## src/uoc_pkg.sv

```systemverilog
// Overview of operation
// [RQ1] Zero OTG pointer after reset; stall feature
// [RQ2] Nonzero OTG pointer acknowledges feature request
// [RQ3] Session request pulses VBUS and one line
// [RQ4] Requester gives pulse 1 to 30 ms
// [RQ5] Speed select: 0 full D+, 1 low D-
// [RQ6] ID falling during pulse aborts, result zero
// [RQ7] Pull lines down; high line reports error
// [RQ8] Session request ends with drives off
// [RQ9] Requester turns drives off before starting
// [RQ10] Remote wakeup drives K for 10 ms
// [RQ11] Wakeup select 0 first engine; result zero ok
// [RQ12] Stand-alone, ID low: engine one is host
// [RQ13] ID high: engine one peripheral; two always
// [RQ14] Port reset holds SE0 at least 10 ms
// [RQ15] Reset peripherals answer at address zero
// [RQ16] Port status: bit0 low, bit1 no device
// [RQ17] Keep-alive SOF full, EOP low, else none
// [RQ18] Port reset selects one of four ports
// [RQ19] Peripheral enable: speed and engine number
// [RQ20] Bus reset reapplies user chosen speed
// [RQ21] Descriptor pointer taken only when engine enabled
// [RQ22] Descriptor must report exactly one configuration
// [RQ23] Durations timed by a millisecond tick
package uoc_pkg;
   localparam int unsigned CLK_PERIOD_NS = 10;
   localparam int unsigned MS_NS = 1000000;
   localparam int unsigned MS_CYC_DEF = MS_NS / CLK_PERIOD_NS;
   localparam int unsigned MS_CNT_W = 17;
   localparam logic [7:0] WAKE_MS = 8'h0A;
   localparam logic [7:0] RESET_MIN_MS = 8'h0A;
   localparam logic [7:0] SRP_MAX_MS = 8'h1E;
   localparam logic [7:0] SETTLE_MS = 8'h01;
   localparam logic [7:0] BOOT_CYC = 8'h08;
   localparam logic [7:0] CNT_ONE = 8'h01;
   localparam logic [7:0] A_CMD = 8'h00;
   localparam logic [7:0] A_ARG = 8'h04;
   localparam logic [7:0] A_STATUS = 8'h08;
   localparam logic [7:0] A_PORT = 8'h0C;
   localparam logic [7:0] A_OTG_DESC = 8'h10;
   localparam logic [7:0] A_DESC1 = 8'h14;
   localparam logic [7:0] A_DESC2 = 8'h18;
   localparam logic [3:0] OP_SRP = 4'h1;
   localparam logic [3:0] OP_WAKE = 4'h2;
   localparam logic [3:0] OP_HRESET = 4'h3;
   localparam logic [3:0] OP_PERIPH = 4'h4;
   localparam logic [3:0] OP_HOST1 = 4'h5;
   localparam logic [3:0] OP_HOST2 = 4'h6;
   localparam int ARG_SEL_LSB = 8;
   localparam int ARG_SPD_BIT = 16;
   localparam int DESC_CNT_LSB = 16;
   localparam logic [7:0] ENG_ONE = 8'h01;
   localparam logic [7:0] ENG_TWO = 8'h02;
   localparam logic [7:0] SEL_FIRST = 8'h00;
   localparam logic [3:0] CFG_COUNT_ONE = 4'h1;
   localparam logic [1:0] MODE_OFF = 2'h0;
   localparam logic [1:0] MODE_HOST = 2'h1;
   localparam logic [1:0] MODE_PERIPH = 2'h2;
   localparam logic SPEED_FULL = 1'b0;
   localparam logic SPEED_LOW = 1'b1;
   localparam logic [1:0] RESP_OKAY = 2'h0;
   localparam logic [1:0] RESP_SLVERR = 2'h2;

   typedef enum logic [6:0] {
      ST_BOOT = 7'h01,
      ST_IDLE = 7'h02,
      ST_SRP_PULSE = 7'h04,
      ST_SRP_CHECK = 7'h08,
      ST_WAKE = 7'h10,
      ST_RST_HOLD = 7'h20,
      ST_SPEED = 7'h40
   } uoc_state_t;

   typedef struct packed {
      logic [31:0] awaddr;
      logic awvalid;
      logic [31:0] wdata;
      logic [3:0] wstrb;
      logic wvalid;
      logic bready;
      logic [31:0] araddr;
      logic arvalid;
      logic rready;
   } uoc_axil_req_t;

   typedef struct packed {
      logic awready;
      logic wready;
      logic bvalid;
      logic [1:0] bresp;
      logic arready;
      logic rvalid;
      logic [31:0] rdata;
      logic [1:0] rresp;
   } uoc_axil_rsp_t;

   typedef struct packed {
      logic vbus_drive;
      logic dp_pullup;
      logic dm_pullup;
      logic dp_pulldown;
      logic dm_pulldown;
      logic drive_se0;
      logic drive_k;
      logic sof_mark;
      logic [1:0] port_sel;
   } uoc_usb_drv_t;
endpackage : uoc_pkg

```

## src/uoc_pin_sync.sv

```systemverilog
`timescale 1ns/1ns
`default_nettype none
module uoc_pin_sync #(
   parameter int W = 1
) (
   input wire logic clk_sys,
   input wire logic reset_n,
   input wire logic clk_en,
   input wire logic [W-1:0] pin_in,
   output var logic [W-1:0] pin_out
);
   typedef struct packed {
      logic [W-1:0] s1;
      logic [W-1:0] s2;
      logic [W-1:0] s3;
      logic [W-1:0] stable;
   } uoc_sync_st_t;

   uoc_sync_st_t q, d;

   always_comb begin
      d = q;
      d.s1 = pin_in;
      d.s2 = q.s1;
      d.s3 = q.s2;
      // Only bits whose later stages agree may move
      d.stable = (q.s2 & ~(q.s2 ^ q.s3)) | (q.stable & (q.s2 ^ q.s3));
   end

   always_ff @(posedge clk_sys or negedge reset_n) begin
      if (!reset_n) begin
         q <= '0;
      end else if (clk_en) begin
         q <= d;
      end
   end

   assign pin_out = q.stable;
endmodule : uoc_pin_sync
`default_nettype wire

```

## src/uoc_port_ctrl.sv

```systemverilog
// Implementation choices: the register offsets and the AXI4-Lite interface to the registers.
`timescale 1ns/1ns
`default_nettype none
module uoc_port_ctrl import uoc_pkg::*; #(
   parameter int unsigned MS_CYCLES = MS_CYC_DEF
) (
   input wire logic clk_sys,
   input wire logic reset_n,
   input wire logic clk_en,
   input wire uoc_axil_req_t axil_req,
   output var uoc_axil_rsp_t axil_rsp,
   input wire logic dp_in,
   input wire logic dm_in,
   input wire logic role_id_pin,
   input wire logic standalone_mode,
   input wire logic otg_feature_req,
   output var logic otg_feature_ack,
   output var logic otg_feature_stall,
   input wire logic bus_reset_seen,
   output var uoc_usb_drv_t usb_drv,
   output var logic [1:0] engine1_mode,
   output var logic [1:0] engine2_mode,
   output var logic engine1_speed,
   output var logic engine2_speed,
   output var logic [15:0] engine1_dev_desc_pointer,
   output var logic [15:0] engine2_dev_desc_pointer
);
   typedef struct packed {
      uoc_state_t st;
      logic [MS_CNT_W-1:0] tick_cnt;
      logic ms_tick;
      logic [7:0] cnt;
      logic aw_have;
      logic [7:0] aw_addr;
      logic w_have;
      logic [31:0] w_data;
      logic [3:0] w_strb;
      uoc_axil_rsp_t rsp;
      logic [3:0] cmd;
      logic [31:0] arg;
      logic result_err;
      logic port_low;
      logic port_none;
      logic keep_on;
      logic [15:0] otg_desc;
      logic [15:0] desc1;
      logic [15:0] desc2;
      logic desc_rej;
      logic [1:0] eng1_mode;
      logic [1:0] eng2_mode;
      logic eng1_spd;
      logic eng2_spd;
      logic eng1_user_spd;
      logic eng2_user_spd;
      logic srp_low;
      logic id_prev;
      uoc_usb_drv_t drv;
      logic feat_ack;
      logic feat_stall;
   } uoc_ctrl_st_t;

   uoc_ctrl_st_t q, d;
   logic [3:0] pins;
   logic dp_s, dm_s, id_s, alone_s;
   logic id_fall;

   uoc_pin_sync #(.W(4)) u_sync (
      .clk_sys(clk_sys),
      .reset_n(reset_n),
      .clk_en(clk_en),
      .pin_in({standalone_mode, role_id_pin, dm_in, dp_in}),
      .pin_out(pins)
   );

   assign dp_s = pins[0];
   assign dm_s = pins[1];
   assign id_s = pins[2];
   assign alone_s = pins[3];
   assign id_fall = q.id_prev && !id_s;

   function automatic logic [31:0] merge(input logic [31:0] old,
                                         input logic [31:0] val,
                                         input logic [3:0] strb);
      logic [31:0] r;
      r = old;
      for (int i = 0; i < 4; i++) begin
         if (strb[i]) begin
            r[8*i +: 8] = val[8*i +: 8];
         end
      end
      return r;
   endfunction : merge

   always_comb begin
      logic go;
      logic wr;
      logic [31:0] wv;
      logic [7:0] ms;
      logic [7:0] sel;
      logic [31:0] rd;
      logic hit;
      go = 1'b0;
      wr = 1'b0;
      wv = '0;
      ms = q.arg[7:0];
      sel = q.arg[ARG_SEL_LSB +: 8];
      rd = '0;
      hit = 1'b1;
      d = q;
      d.id_prev = id_s;
      d.ms_tick = 1'b0;
      d.feat_ack = 1'b0;
      d.feat_stall = 1'b0;

      // Millisecond tick, restarted at each command start
      if (q.tick_cnt == MS_CNT_W'(MS_CYCLES - 1)) begin
         d.tick_cnt = '0;
         d.ms_tick = 1'b1; // RQ23
      end else begin
         d.tick_cnt = q.tick_cnt + 1'b1;
      end

      if (otg_feature_req) begin
         d.feat_stall = (q.otg_desc == '0); // RQ1
         d.feat_ack = (q.otg_desc != '0); // RQ2
      end

      // Write channel: address and data taken in either order
      if (axil_req.awvalid && q.rsp.awready) begin
         d.aw_have = 1'b1;
         d.aw_addr = axil_req.awaddr[7:0];
         d.rsp.awready = 1'b0;
      end
      if (axil_req.wvalid && q.rsp.wready) begin
         d.w_have = 1'b1;
         d.w_data = axil_req.wdata;
         d.w_strb = axil_req.wstrb;
         d.rsp.wready = 1'b0;
      end
      if (q.aw_have && q.w_have && !q.rsp.bvalid) begin
         d.aw_have = 1'b0;
         d.w_have = 1'b0;
         d.rsp.bvalid = 1'b1;
         d.rsp.bresp = RESP_OKAY;
         wr = 1'b1;
         case (q.aw_addr)
            A_CMD: begin
               wv = merge({28'h0000000, q.cmd}, q.w_data, q.w_strb);
               // A command written while busy is dropped
               if (q.st == ST_IDLE) begin
                  d.cmd = wv[3:0];
                  go = 1'b1;
               end
            end
            A_ARG: d.arg = merge(q.arg, q.w_data, q.w_strb);
            A_STATUS, A_PORT: ;
            A_OTG_DESC: begin
               wv = merge({16'h0000, q.otg_desc}, q.w_data, q.w_strb);
               d.otg_desc = wv[15:0];
            end
            A_DESC1: begin
               wv = merge({16'h0000, q.desc1}, q.w_data, q.w_strb);
               if (q.eng1_mode == MODE_PERIPH && // RQ21
                   wv[DESC_CNT_LSB +: 4] == CFG_COUNT_ONE) begin // RQ22
                  d.desc1 = wv[15:0];
               end else begin
                  d.desc_rej = 1'b1;
               end
            end
            A_DESC2: begin
               wv = merge({16'h0000, q.desc2}, q.w_data, q.w_strb);
               if (q.eng2_mode == MODE_PERIPH && // RQ21
                   wv[DESC_CNT_LSB +: 4] == CFG_COUNT_ONE) begin // RQ22
                  d.desc2 = wv[15:0];
               end else begin
                  d.desc_rej = 1'b1;
               end
            end
            default: d.rsp.bresp = RESP_SLVERR;
         endcase
      end
      if (q.rsp.bvalid && axil_req.bready) begin
         d.rsp.bvalid = 1'b0;
         d.rsp.awready = 1'b1;
         d.rsp.wready = 1'b1;
      end

      // Read channel; status read clears the rejected-descriptor flag
      case (axil_req.araddr[7:0])
         A_CMD: rd = {28'h0000000, q.cmd};
         A_ARG: rd = q.arg;
         A_STATUS: rd = {23'h000000, q.desc_rej, q.eng2_spd, q.eng1_spd,
                         q.eng2_mode, q.eng1_mode, q.result_err,
                         q.st != ST_IDLE};
         A_PORT: rd = {30'h00000000, q.port_none, q.port_low}; // RQ16
         A_OTG_DESC: rd = {16'h0000, q.otg_desc};
         A_DESC1: rd = {16'h0000, q.desc1};
         A_DESC2: rd = {16'h0000, q.desc2};
         default: hit = 1'b0;
      endcase
      if (axil_req.arvalid && q.rsp.arready) begin
         d.rsp.arready = 1'b0;
         d.rsp.rvalid = 1'b1;
         d.rsp.rdata = rd;
         d.rsp.rresp = hit ? RESP_OKAY : RESP_SLVERR;
         // Rejection raised this cycle survives the read
         if (axil_req.araddr[7:0] == A_STATUS &&
             !(wr && d.desc_rej && !q.desc_rej)) begin
            d.desc_rej = 1'b0;
         end
      end
      if (q.rsp.rvalid && axil_req.rready) begin
         d.rsp.rvalid = 1'b0;
         d.rsp.arready = 1'b1;
      end

      if (bus_reset_seen) begin
         if (q.eng1_mode == MODE_PERIPH) d.eng1_spd = q.eng1_user_spd; // RQ20
         if (q.eng2_mode == MODE_PERIPH) d.eng2_spd = q.eng2_user_spd; // RQ20
      end

      case (q.st)
         ST_BOOT: begin
            // Wait for strap pins to pass the synchroniser
            if (q.cnt == '0) begin
               d.st = ST_IDLE;
               if (alone_s) begin
                  d.eng1_mode = id_s ? MODE_PERIPH : MODE_HOST; // RQ12
                  d.eng1_spd = SPEED_FULL; // RQ13
                  d.eng2_mode = MODE_PERIPH; // RQ13
                  d.eng2_spd = SPEED_FULL;
               end
            end else begin
               d.cnt = q.cnt - CNT_ONE;
            end
         end
         ST_IDLE: begin
            if (go) begin
               // Go edge already counts toward the first ms
               d.tick_cnt = MS_CNT_W'(CNT_ONE); // RQ23
               d.ms_tick = 1'b0;
               d.result_err = 1'b0;
               case (d.cmd)
                  OP_SRP: begin
                     // Out-of-range pulse time refused at once
                     if (ms == '0 || ms > SRP_MAX_MS) begin
                        d.result_err = 1'b1;
                     end else begin
                        d.st = ST_SRP_PULSE;
                        d.cnt = ms;
                        d.srp_low = q.arg[ARG_SPD_BIT]; // RQ5
                     end
                  end
                  OP_WAKE: begin
                     if ((sel == SEL_FIRST ? q.eng1_mode : q.eng2_mode)
                         != MODE_PERIPH) begin // RQ11
                        d.result_err = 1'b1;
                     end else begin
                        d.st = ST_WAKE;
                        d.cnt = WAKE_MS; // RQ10
                     end
                  end
                  OP_HRESET: begin
                     d.st = ST_RST_HOLD;
                     d.keep_on = 1'b0;
                     d.drv.port_sel = sel[1:0]; // RQ18
                     d.cnt = (ms < RESET_MIN_MS) ? RESET_MIN_MS : ms; // RQ14
                  end
                  OP_PERIPH: begin
                     if (sel == ENG_ONE) begin // RQ19
                        d.eng1_mode = MODE_PERIPH;
                        d.eng1_spd = q.arg[ARG_SPD_BIT];
                        d.eng1_user_spd = q.arg[ARG_SPD_BIT];
                     end else if (sel == ENG_TWO) begin
                        d.eng2_mode = MODE_PERIPH;
                        d.eng2_spd = q.arg[ARG_SPD_BIT];
                        d.eng2_user_spd = q.arg[ARG_SPD_BIT];
                     end else begin
                        d.result_err = 1'b1;
                     end
                  end
                  OP_HOST1: d.eng1_mode = MODE_HOST; // RQ12
                  OP_HOST2: d.eng2_mode = MODE_HOST;
                  default: d.result_err = 1'b1;
               endcase
            end
         end
         ST_SRP_PULSE: begin
            if (id_fall) begin
               d.st = ST_IDLE; // RQ6
               d.result_err = 1'b0;
            end else if (q.ms_tick) begin
               d.cnt = q.cnt - CNT_ONE;
               if (q.cnt == CNT_ONE) begin
                  d.st = ST_SRP_CHECK;
                  d.cnt = SETTLE_MS;
               end
            end
         end
         ST_SRP_CHECK: begin
            if (q.ms_tick) begin
               d.cnt = q.cnt - CNT_ONE;
               if (q.cnt == CNT_ONE) begin
                  d.st = ST_IDLE;
                  d.result_err = dp_s || dm_s; // RQ7
               end
            end
         end
         ST_WAKE: begin
            if (q.ms_tick) begin
               d.cnt = q.cnt - CNT_ONE;
               if (q.cnt == CNT_ONE) d.st = ST_IDLE;
            end
         end
         ST_RST_HOLD: begin
            if (q.ms_tick) begin
               d.cnt = q.cnt - CNT_ONE;
               if (q.cnt == CNT_ONE) begin
                  d.st = ST_SPEED;
                  d.cnt = SETTLE_MS;
               end
            end
         end
         ST_SPEED: begin
            // Idle line: D+ high full speed, D- high low speed
            if (q.ms_tick) begin
               d.cnt = q.cnt - CNT_ONE;
               if (q.cnt == CNT_ONE) begin
                  d.st = ST_IDLE;
                  d.port_low = !dp_s && dm_s; // RQ16
                  d.port_none = !dp_s && !dm_s;
                  d.keep_on = dp_s || dm_s; // RQ17
               end
            end
         end
         default: d.st = ST_IDLE;
      endcase

      d.drv.vbus_drive = q.st == ST_SRP_PULSE; // RQ3
      d.drv.dp_pullup = q.st == ST_SRP_PULSE && !q.srp_low; // RQ5
      d.drv.dm_pullup = q.st == ST_SRP_PULSE && q.srp_low; // RQ8
      d.drv.dp_pulldown = q.st == ST_SRP_CHECK; // RQ7
      d.drv.dm_pulldown = q.st == ST_SRP_CHECK;
      d.drv.drive_k = q.st == ST_WAKE; // RQ10
      d.drv.drive_se0 = q.st == ST_RST_HOLD || // RQ14
         (q.keep_on && q.port_low && q.ms_tick); // RQ17
      d.drv.sof_mark = q.keep_on && !q.port_low && q.ms_tick; // RQ17
   end

   always_ff @(posedge clk_sys or negedge reset_n) begin
      if (!reset_n) begin
         q <= '0;
         q.st <= ST_BOOT;
         q.cnt <= BOOT_CYC;
         q.rsp.awready <= 1'b1;
         q.rsp.wready <= 1'b1;
         q.rsp.arready <= 1'b1;
      end else if (clk_en) begin
         q <= d;
      end
   end

   // Same flops the handshake logic uses, so ready seen equals ready acted on
   assign axil_rsp = q.rsp;
   assign otg_feature_ack = q.feat_ack;
   assign otg_feature_stall = q.feat_stall;
   assign usb_drv = q.drv;
   assign engine1_mode = q.eng1_mode;
   assign engine2_mode = q.eng2_mode;
   assign engine1_speed = q.eng1_spd;
   assign engine2_speed = q.eng2_spd;
   assign engine1_dev_desc_pointer = q.desc1;
   assign engine2_dev_desc_pointer = q.desc2;

   stall_gate_a: assert property ( // RQ1
      @(posedge clk_sys) disable iff (!reset_n)
      clk_en && otg_feature_req && q.otg_desc == '0
      |=> otg_feature_stall && !otg_feature_ack)
      else $error("feature request with empty pointer not stalled");

   ack_gate_a: assert property ( // RQ2
      @(posedge clk_sys) disable iff (!reset_n)
      clk_en && otg_feature_req && q.otg_desc != '0
      |=> otg_feature_ack && !otg_feature_stall)
      else $error("feature request with pointer not acknowledged");

   srp_pins_a: assert property ( // RQ3
      @(posedge clk_sys) disable iff (!reset_n)
      clk_en && q.st == ST_SRP_PULSE
      |=> usb_drv.vbus_drive && usb_drv.dm_pullup == $past(q.srp_low)
          && usb_drv.dp_pullup != $past(q.srp_low))
      else $error("session pulse drives wrong lines");

   id_abort_a: assert property ( // RQ6
      @(posedge clk_sys) disable iff (!reset_n)
      clk_en && q.st == ST_SRP_PULSE && id_fall
      |=> q.st == ST_IDLE && !q.result_err)
      else $error("ID fall did not abort session request");

   srp_check_a: assert property ( // RQ7
      @(posedge clk_sys) disable iff (!reset_n)
      clk_en && q.st == ST_SRP_CHECK && q.ms_tick && q.cnt == CNT_ONE
      |=> q.result_err == $past(dp_s || dm_s))
      else $error("line check result wrong");

   srp_off_a: assert property ( // RQ8
      @(posedge clk_sys) disable iff (!reset_n)
      clk_en && q.st == ST_IDLE
      |=> !usb_drv.vbus_drive && !usb_drv.dp_pullup && !usb_drv.dm_pullup)
      else $error("drives left on while idle");

   wake_len_a: assert property ( // RQ10
      @(posedge clk_sys) disable iff (!reset_n)
      $rose(q.st == ST_WAKE) |-> q.cnt == WAKE_MS)
      else $error("wakeup K length not loaded");

   reset_min_a: assert property ( // RQ14
      @(posedge clk_sys) disable iff (!reset_n)
      $rose(q.st == ST_RST_HOLD) |-> q.cnt >= RESET_MIN_MS)
      else $error("port reset shorter than minimum");

   keep_alive_a: assert property ( // RQ17
      @(posedge clk_sys) disable iff (!reset_n)
      usb_drv.sof_mark
      |-> $past(!q.port_low && !q.port_none && q.keep_on))
      else $error("SOF sent to low speed or empty port");

   desc_gate_a: assert property ( // RQ21
      @(posedge clk_sys) disable iff (!reset_n)
      $changed(q.desc1) |-> $past(q.eng1_mode) == MODE_PERIPH)
      else $error("descriptor taken before engine enabled");

   tick_once_a: assert property ( // RQ23
      @(posedge clk_sys) disable iff (!reset_n)
      clk_en && q.ms_tick |=> !q.ms_tick)
      else $error("millisecond tick longer than one cycle");
endmodule : uoc_port_ctrl
`default_nettype wire
```

## config.mk

```make
export PLATFORM = sky130hd
export DESIGN_NAME = uoc_port_ctrl
export DESIGN_NICKNAME = d
export VERILOG_FILES = /design/src/uoc_pkg.sv /design/src/uoc_pin_sync.sv /design/src/uoc_port_ctrl.sv
export SDC_FILE = /design/constraint.sdc
export NUM_CORES = 1
export LEC_CHECK = 0
export BUFFER_PORTS_ARGS = -buffer_cell sky130_fd_sc_hd__buf_2
export CAP_MARGIN = 20
export CORE_ASPECT_RATIO = 1.1
export CORE_UTILIZATION = 42
export DETAILED_ROUTE_END_ITERATION = 8
export PLACE_DENSITY = 0.76
export SLEW_MARGIN = 20
export SYNTH_ARGS = -nofsm -noshare
export SYNTH_HDL_FRONTEND = slang
export SYNTH_SLANG_ARGS = --single-unit
```

## constraint.sdc

```tcl
create_clock -name clk_sys -period 2.3 [get_ports clk_sys]
set_clock_uncertainty 0.1 [all_clocks]
set_input_delay 0.69 -clock clk_sys [delete_from_list [all_inputs] [get_ports clk_sys]]
set_output_delay 0.69 -clock clk_sys [all_outputs]
set_load 0.02 [all_outputs]
```

==> out/metrics.csv, run 1 <==
metric,value,unit
synth warn,0,
number of vias after detailed routing,9528,
FILL cells,2361,
# rows,64,
Min Hold Slack,0.2624,ns
Worst setup SP type,flip-flop,
M1 wire length,13.54,mm
Final Max Tran Viols,0,
Leak,7.418,nW
Synth Instances,1115,
GP Congestion,0.9182,
Initial DRC Count,808,
Worst EP arrival,2.80,ns
grt ovf,0,
Crit Path Max Fanout,8,
n_diodes,0,
Sw Pwr,3.008,mW
fin crit share,107.5,%
Synth cell types,79,
"EDFF count, synth",0,
maximum clock path buffer count,3,
Synth area leader,dfrtp_1,
met2 routed WL,15.89,mm
Syn Area/Cell,10.88,sq um
CTS Root Cell,clkbuf_16,
Pwr per Cell Area,735.7,nW/um^2
cts bufs inserted,27,
Min-Delay Path Class,in -> reg,
total clock sinks,244,
measured slew at the worst slew-check pin,0.5167,ns
H-tree depth,1,
fin nets,1445,
global-route wire length before repair,52.13,mm
largest net degree at the start of global routing,69,
Gate power share,16.9,%
most frequent cell after synthesis,dfrtp_1,
ys async rst share,100.0,%
crit path time final,2.473,ns
TritonCTS clock tree,done,
Starting Density,43.17,%
Final WS setup,-0.1726,ns
Reg power frac,42.6,%
met3 wire len,2.320,mm
outcome,"finished, violations left",
vias per std cell,5.569,
Switching Share,27.25,%
Slew HR,65.55,%
# DRC,0,
Clock Latency Late Sink,0.56,ns
critical path class,reg -> reg,
Fin Setup TNS,-2.069,ns
layout cells sized above 1,42.58,%
"Seq/Total Area, Yosys",50.37,%
commonest cells in the netlist,"dfrtp_1, mux2_2, nand2_1",
Pre-antenna DRT Iters,5,
post-synthesis register bit count,244,
"Top FF cell, synth",dfrtp_1,
drt wl/cell,19.04,microns
Worst-path clk slew,0.06,ns
failing checks,setup timing,
WP data required,2.63,ns
final number of hold-violating endpoints,0,
area of the core,28110,sq um
top cell type's share of synthesized area,49.29,%
IO Port Bufs,154,
Max Clk Rate,404.4,MHz
clock group share of total power,40.4,%
Die X,164.1,microns
Final ANT Viol Nets,0,
vias in the first global route,9474,
hpwl dp,23.67,mm
Netlist Area Pre-Place,12130,sq um
top post-synthesis cells by area,"dfrtp_1, mux2_2, buf_4",
internal power,8.030,mW
Highest Signal Layer,met5,
RSZ-0062 raised after global routing,yes,
final setup vio count,24,
VDD IR-drop max,0.5184,mV
GRT Util Overall,22.15,%
die height,180.3,microns
initial antenna violation count,1,
I/O pins,205,
area delta synth->final,23.64,%
maxcap violations,0,
CP endpoint kind,flip-flop,
"wirelength, routed",32.58,mm
die area,29580,sq um
## cell families after synthesis
group,after synthesis,synth area share [%]
and+or+nand+nor,317,13.11
buffers and inverters,152,7.527
DFF,244,50.37
xor gates and xnor gates,11,0.7940
AOI/OAI and AO/OA,207,11.24
muxes,179,16.52
adders and majority gates,4,0.4125
other,1,0.03090
## flip-flops by register name (all words and copies together) (netlist names), 2 cells and up, named ones only
register	flops
q	140
axil_rsp	39
engine1_dev_desc_pointer	16
engine2_dev_desc_pointer	16
usb_drv	9
u_sync.d	8
u_sync.q	4
engine1_mode	2
engine2_mode	2
## per-stage QoR
stage                     total power [mW]  util [%]  setup WS (ns)  cells  instance area (sq um)
after floorplan                      5.693         -       -0.07924   1116                  12140
after global placement               6.423     49.07        -0.1957   1652                  13790
after detailed placement             6.455     49.07        -0.2273   1652                  13790
after CTS                            10.98     52.79        -0.1400   1708                  14840
after global routing                 11.52     53.38        -0.2635   1711                  15000
final                                11.04     53.38        -0.1726   1711                  15000
## repair_timing
item / in CTS / in global routing
cloned: 0 / 0
endpoints found under the setup margin: 32 / 86
hold endpoints to repair: 15 / 0
pin swaps: 5 / 7
buffers inserted: 5 / 3
resized for setup: 16 / 32
hold buffers: 1 / 0
## placed cells by master (no fill, tap or decap), types with 7 or more instances in the layout
master and n:
a21oi_1 27, a22oi_1 11, a31oi_1 9, and3_1 7, buf_12 8, buf_2 153
buf_4 146, clkbuf_16 27, clkbuf_8 8, dfrtp_1 239, inv_1 19, mux2_2 146
mux2i_1 22, nand2_1 116, nand3_1 25, nand3_2 9, nand4_1 18, nor2_1 52
nor2b_1 7, nor3_1 19, o21ai_0 79, o31ai_1 7, xor2_1 8
## routing by layer
layer  GRT usage (%)  vias to the layer above
li1                -                     4365
met1           29.61                     4746
met2           36.54                      339
met3           4.097                       76
met4           6.074                        2
met5               0                        -
## power by group through the flow
stage / clock network (mW) / logic [mW] / registers [mW]
3_3_place_gp: 0 / 1.66 / 4.76
2_1_floorplan: 0 / 0.958 / 4.73
3_5_place_dp: 0 / 1.69 / 4.77
6_report: 4.46 / 1.87 / 4.71
5_1_grt: 4.73 / 2.05 / 4.73
4_1_cts: 4.53 / 1.75 / 4.69
## layout make-up
type,instances,area (sq um),area share [%]
tap,363,454.2,3.027
clock buffer,39,800.8,5.337
multi-input combinational,720,5319,35.45
sequential,244,6112,40.74
inverter,19,71.32,0.4754
clock inverter,11,131.4,0.8757
timing repair buffer,315,2115,14.09
## worst max-delay path: stages (launching register included)
cell	delay (ns)
dfrtp_1	0.39
nor4_2	0.30
buf_4	0.16
and3_4	0.23
nand3_4	0.16
mux2_4	0.37
o211ai_4	0.14
nand3_4	0.18
mux2_4	0.33
## final timing paths
path / start / to / slack [ns] / depth (start not counted)
max: q[193] / q[227] / -0.17 / 8
min: axil_req[63] / q[179] / 0.26 / 2
max in group asynchronous: reset_n / axil_rsp[40] / 0.82 / 3
min reg2reg: axil_rsp[28] / axil_rsp[28] / 0.37 / 2
min in group asynchronous: reset_n / q[98] / 0.57 / 2
max reg2reg: q[193] / q[227] / -0.17 / 8
Power figures use the tool's default switching activity.
==> run 2: changes to the inputs <==
--- a/config.mk
+++ b/config.mk
@@ -9,6 +9,7 @@
 export CAP_MARGIN = 20
 export CORE_ASPECT_RATIO = 1.1
 export CORE_UTILIZATION = 42
+export CTS_BUF_LIST = sky130_fd_sc_hd__clkbuf_4 sky130_fd_sc_hd__clkbuf_8 sky130_fd_sc_hd__clkbuf_16
 export DETAILED_ROUTE_END_ITERATION = 8
 export PLACE_DENSITY = 0.76
 export SLEW_MARGIN = 20
==> run 2 against run 1 <==
Compared with the run above: the run still ends with setup timing left; sequential power barely moved; clock power rose by 0.9%; critical path depth did not move; die area did not move; hold slack got worse by 0.00083 ns; sequential cell count did not move; wire length rose by 0.65%; largest cell class unchanged; largest power group unchanged.
==> out/metrics.csv, run 2 (synthesis gave the netlist of run 1 again) <==
metric,value,unit,change
WHS Path Cells,2,,unchanged
maxcap violations,0,,unchanged
Die X,164.1,microns,unchanged
Crit Path Max Fanout,8,,unchanged
final setup vio count,25,,+4.2%
stages on the worst setup path,8,,unchanged
fin nets,1446,,+0.069%
# DRC,0,,unchanged
pre-CTS WS,-0.2273,ns,unchanged
grt peak-use layer,met2,,
Hold Path Origin,axil_req[63],,
"Design Area, Final",15100,sq um,+0.68%
VDD IR-drop max,0.5184,mV,about the same
Worst Path Buf+Inv,1,,unchanged
grt ovf,0,,unchanged
sequential standard cell area,6112,sq um,unchanged
"commonest non-fill, non-tap cell in the layout",dfrtp_1,,
Worst setup SP type,flip-flop,,
global-route wire length before repair,52.10,mm,about the same
vias in the first global route,9461,,-0.14%
Leak,7.450,nW,+0.43%
IO Port Bufs,154,,unchanged
Pwr per Cell Area,738.9,nW/um^2,+0.44%
FILL cells,2335,,-1.1%
TritonCTS clock tree,done,,
CTS Root Cell,clkbuf_16,,
"delay-heaviest family, CP",simple AND/OR/NAND/NOR gates,,
GP Congestion,0.9182,,unchanged
"Power, Total",11.16,mW,+1.1%
vias per std cell,5.569,,about the same
area of the core,28110,sq um,unchanged
Final Max Tran Viols,0,,unchanged
Initial DRC Count,791,,-2.1%
crit path time final,2.482,ns,+0.009272 ns
met1 Track Usage GR,29.67,%,+0.060 points
Reg with most FFs,q,,
max incr delay on CP,0.39,ns,about the same
largest net degree at the start of global routing,69,,unchanged
# rows,64,,unchanged
fin crit share,107.9,%,+0.40 points
max reg flops,140,,unchanged
worst r2r src,q[195],,
crit path cell chain,nor4_2 > buf_4 > and3_4 > nand3_4 > mux2_4 > o211ai_4 > nand3_4 > mux2_4,,
cts bufs inserted,27,,unchanged
WP data required,2.63,ns,about the same
final number of hold-violating endpoints,0,,unchanged
slowest CP cell,dfrtp_1,,
die area,29580,sq um,unchanged
initial antenna violation count,1,,unchanged
Final WS setup,-0.1819,ns,-0.009272 ns
Max Clk Rate,402.9,MHz,-0.37%
Slew HR,65.59,%,about the same
outcome,"finished, violations left",,
Fin Setup TNS,-2.705,ns,-0.6358 ns
n_diodes,0,,unchanged
met2 global-route usage,36.49,%,-0.051 points
Pre-antenna DRT Iters,5,,unchanged
most frequent cells in the layout,"dfrtp_1, buf_2, mux2_2",,
GRT Util Overall,22.15,%,unchanged
I/O pins,205,,unchanged
layout cells sized above 1,43.37,%,+0.78 points
H-tree depth,1,,unchanged
Worst-path clk slew,0.06,ns,about the same
Min-Delay Path Class,in -> reg,,
Finished Core Util,53.74,%,+0.36 points
drt wl/cell,19.16,microns,+0.59%
Clock Latency Late Sink,0.56,ns,about the same
Worst EP arrival,2.81,ns,about the same
RSZ-0062 raised after global routing,yes,,
number of vias after detailed routing,9534,,+0.063%
failing checks,setup timing,,
M3 GR Usage,4.074,%,-0.023 points
total clock sinks,244,,unchanged
hpwl dp,23.67,mm,unchanged
area delta synth->final,24.48,%,
CP endpoint kind,flip-flop,,
placed cell area,13790,sq um,unchanged
CP Launch Point,q[195],,
Starting Density,43.17,%,unchanged
area of the multi-input gates,5378,sq um,+1.1%
critical path class,reg -> reg,,
"wirelength, routed",32.80,mm,+0.65%
measured slew at the worst slew-check pin,0.5161,ns,-0.0006144 ns
die height,180.3,microns,unchanged
Final ANT Viol Nets,0,,unchanged
worst r2r path cells,8,,unchanged
maximum clock path buffer count,3,,unchanged
[run 2: layout make-up]
class                           instances  area share, %
Clock buffer                           39          5.401
Clock inverter                         11         0.8698
Inverter                               19         0.4722
Multi-Input combinational cell        720          35.60
Sequential cell                       244          40.47
Tap cell                              363          3.007
Timing Repair Buffer                  316          14.18
[run 2: path summary, 6_finish.rpt]
check | endpoint | slack, ns
min in group asynchronous | q[98] | 0.57
setup / recovery | q[225] | -0.18
hold / removal | q[179] | 0.26
max in group asynchronous | axil_rsp[40] | 0.82
hold reg to reg | axil_rsp[28] | 0.37
setup reg to reg | q[225] | -0.18
[run 2: routing by layer]
layer	routed length (microns)	vias to the layer above	share of wire, %
met3	2226	77	6.8
met4	816	2	2.5
met1	13750	4742	42
met2	15990	340	49
met5	10	-	0.030
li1	-	4373	-
[run 2: per-stage QoR]
| step | std cells | hold slack [ns] |
|---|---|---|
| 3_3_place_gp | 1652 | 0.3607 |
| 6_report | 1712 | 0.2615 |
| 2_1_floorplan | 1116 | 0.2944 |
| 5_1_grt | 1712 | 0.2535 |
| 4_1_cts | 1708 | 0.2486 |
| 3_5_place_dp | 1652 | 0.3648 |
[run 2: worst register-to-register path: stages (launching register included)]
cell      delay [ns]
dfrtp_1         0.39
nor4_2          0.29
buf_4           0.16
and3_4          0.22
nand3_4         0.17
mux2_4          0.37
o211ai_4        0.14
nand3_4         0.18
mux2_4          0.33
[run 2: power breakdown]
part	internal [mW]	switching (mW)	leakage (nW)
Sequential	4.50	0.208	3.31
Combinational	0.913	1.04	3.68
Clock	2.70	1.80	0.467
Total	8.11	3.05	7.45
[run 2: repair_timing]
action,4_1_cts,5_1_grt
setup endpoints to repair,32,86
resized for setup,16,44
buffers inserted,5,4
pin swaps,5,17
hold buffers,1,0
endpoints found under the hold margin,15,0
==> run 3: changes to the inputs <==
--- a/config.mk
+++ b/config.mk
@@ -11,7 +11,9 @@
 export CORE_UTILIZATION = 42
 export CTS_BUF_LIST = sky130_fd_sc_hd__clkbuf_4 sky130_fd_sc_hd__clkbuf_8 sky130_fd_sc_hd__clkbuf_16
 export DETAILED_ROUTE_END_ITERATION = 8
-export PLACE_DENSITY = 0.76
+export PLACE_DENSITY_LB_ADDON = 0.12
+export RECOVER_POWER = 25
+export SKIP_CTS_REPAIR_TIMING = 1
 export SLEW_MARGIN = 20
 export SYNTH_ARGS = -nofsm -noshare
 export SYNTH_HDL_FRONTEND = slang
==> run 3 against run 2 <==
Compared with the run above: the run still ends with setup timing left; register-to-register slack lost 0.05 ns; core utilization grew 0.11 points; clock power increased by 0.9%; final cell count is 0.47% higher; critical endpoint is now q[226].
==> out/metrics.csv, run 3 (synthesis gave the netlist of run 1 again) <==
metric,value,unit,change
final setup vio count,47,,+88%
most frequent cells in the layout,"dfrtp_1, buf_2, mux2_2, buf_4, nand2_1",,
fin crit share,110.0,%,+2.1 points
final number of hold-violating endpoints,0,,unchanged
Final WS setup,-0.2307,ns,-0.04878 ns
failing checks,setup timing,,
total clock sinks,244,,unchanged
GP Congestion,0.8842,,-3.7%
Finished Core Util,53.85,%,+0.11 points
largest net degree at the start of global routing,86,,+25%
measured slew at the worst slew-check pin,1.381,ns,+0.8645 ns
grt ovf,0,,unchanged
pre-CTS WS,-0.3441,ns,-0.1168 ns
Final Max Tran Viols,0,,unchanged
Sw Pwr,3.036,mW,-0.42%
initial antenna violation count,0,,-1
IO Port Bufs,154,,unchanged
Die X,164.1,microns,unchanged
"Power, Total",11.20,mW,+0.31%
dpl cells,1659,,+0.42%
area of the core,28110,sq um,unchanged
Initial DRC Count,492,,-38%
vias in the first global route,9305,,-1.6%
max incr delay on CP,0.42,ns,+0.03 ns
die height,180.3,microns,unchanged
Hold Path Origin,axil_req[74],,
clock group share of total power,40.6,%,+0.3 points
WHS Path Cells,2,,unchanged
RSZ-0062 raised after global routing,yes,,
slowest CP cell,dfrtp_1,,
H-tree depth,1,,unchanged
Reg power frac,42.2,%,about the same
"delay-heaviest family, CP",simple AND/OR/NAND/NOR gates,,
vias per std cell,5.349,,-4.0%
Final Instance Count excl. Fillers,1720,,+0.47%
VDD IR-drop max,0.4809,mV,-7.2%
critical path class,reg -> reg,,
crit path cell chain,nor4_4 > buf_4 > and3_4 > buf_6 > nand4_1 > a21boi_2 > o211ai_4 > nand3_4 > mux2_4,,
maxcap violations,0,,unchanged
Worst Path Buf+Inv,2,,+1
CTS Root Cell,clkbuf_16,,
Starting Density,43.17,%,unchanged
worst r2r src,q[195],,
Worst-path clk slew,0.06,ns,about the same
global-route wire length before repair,51.27,mm,-1.6%
WP data required,2.63,ns,about the same
Pre-antenna DRT Iters,5,,unchanged
Fin Setup TNS,-4.175,ns,-1.470 ns
outcome,"finished, violations left",,
Worst EP arrival,2.86,ns,+0.05 ns
crit path time final,2.531,ns,+0.04878 ns
Final ANT Viol Nets,0,,unchanged
drt wl/cell,18.69,microns,-2.4%
worst r2r path cells,9,,+1
# rows,64,,unchanged
internal power,8.159,mW,+0.58%
Min-Delay Path Class,in -> reg,,
Leak,7.474,nW,+0.32%
n_diodes,0,,unchanged
max reg flops,140,,unchanged
Reg with most FFs,q,,
Clock Latency Late Sink,0.56,ns,about the same
Critical R2R Capture,q[226],,
Hold Crit Endpoint,q[190],,
area delta synth->final,24.73,%,
I/O pins,205,,unchanged
"wirelength, routed",32.15,mm,-2.0%
GRT Util Overall,22.03,%,-0.12 points
Gate power share,17.2,%,-0.3 points
CP endpoint kind,flip-flop,,
Max Clk Rate,395.2,MHz,-1.9%
cts bufs inserted,27,,unchanged
Slew HR,7.807,%,-58 points
Crit Path Max Fanout,6,,-2
Worst R2R Setup Slack,-0.23,ns,-0.05 ns
hpwl dp,23.50,mm,-0.72%
Worst setup SP type,flip-flop,,
Pwr per Cell Area,739.7,nW/um^2,+0.11%
"commonest non-fill, non-tap cell in the layout",dfrtp_1,,
fin nets,1454,,+0.55%
die area,29580,sq um,unchanged
number of vias after detailed routing,9200,,-3.5%
layout cells sized above 1,42.96,%,-0.40 points
Switching Share,27.12,%,-0.20 points
maximum clock path buffer count,3,,unchanged
TritonCTS clock tree,done,,
# DRC,0,,unchanged
[run 3: metrics by stage]
step	area [sq um]	hold slack (ns)
2_1_floorplan	12140	0.2944
3_3_place_gp	13830	0.3568
3_5_place_dp	13830	0.3651
4_1_cts	14780	-0.1312
5_1_grt	15130	0.2451
6_report	15130	0.2590
[run 3: area by class of cell]
type | count | area (sq um)
Clock buffer | 39 | 797.0
Tap cell | 363 | 454.2
Multi-Input combinational cell | 721 | 5403
Fill cell | 2506 | 12970
Sequential cell | 244 | 6112
Clock inverter | 11 | 145.1
Timing Repair Buffer | 323 | 2152
Inverter | 19 | 71.32
[run 3: power by group through the flow]
stage / clock [mW] / sequential, mW / combinational [mW]
after floorplan: 0 / 4.73 / 0.958
after CTS: 4.66 / 4.72 / 1.74
after global routing: 4.83 / 4.76 / 2.12
after global placement: 0 / 4.79 / 1.71
final: 4.54 / 4.73 / 1.92
after detailed placement: 0 / 4.79 / 1.73
[run 3: worst max path at each step]
stage | from | to | slack (ns) | cells after the start
floorplan | q[200] | q[225] | -0.08 | 7
global placement | q[193] | q[225] | -0.31 | 8
detailed placement | q[193] | q[227] | -0.34 | 8
CTS | q[193] | q[227] | -0.40 | 8
global route | q[195] | q[226] | -0.33 | 9
finish | q[195] | q[226] | -0.23 | 9
[run 3: layer usage]
| metal | routed length [microns] | GRT usage [%] | up-vias |
|---|---|---|---|
| met1 | 14710 | 30.73 | 4560 |
| met5 | 0 | 0 | - |
| met3 | 1447 | 2.808 | 62 |
| met2 | 15070 | 35.38 | 206 |
| met4 | 922 | 7.037 | 0 |
| li1 | - | - | 4372 |
[run 3: worst register-to-register path, stage by stage (launching register included)]
cell and delay, ns:
dfrtp_1 0.42, nor4_4 0.30, buf_4 0.17, and3_4 0.25
buf_6 0.13, nand4_1 0.15, a21boi_2 0.26, o211ai_4 0.16
nand3_4 0.17, mux2_4 0.31
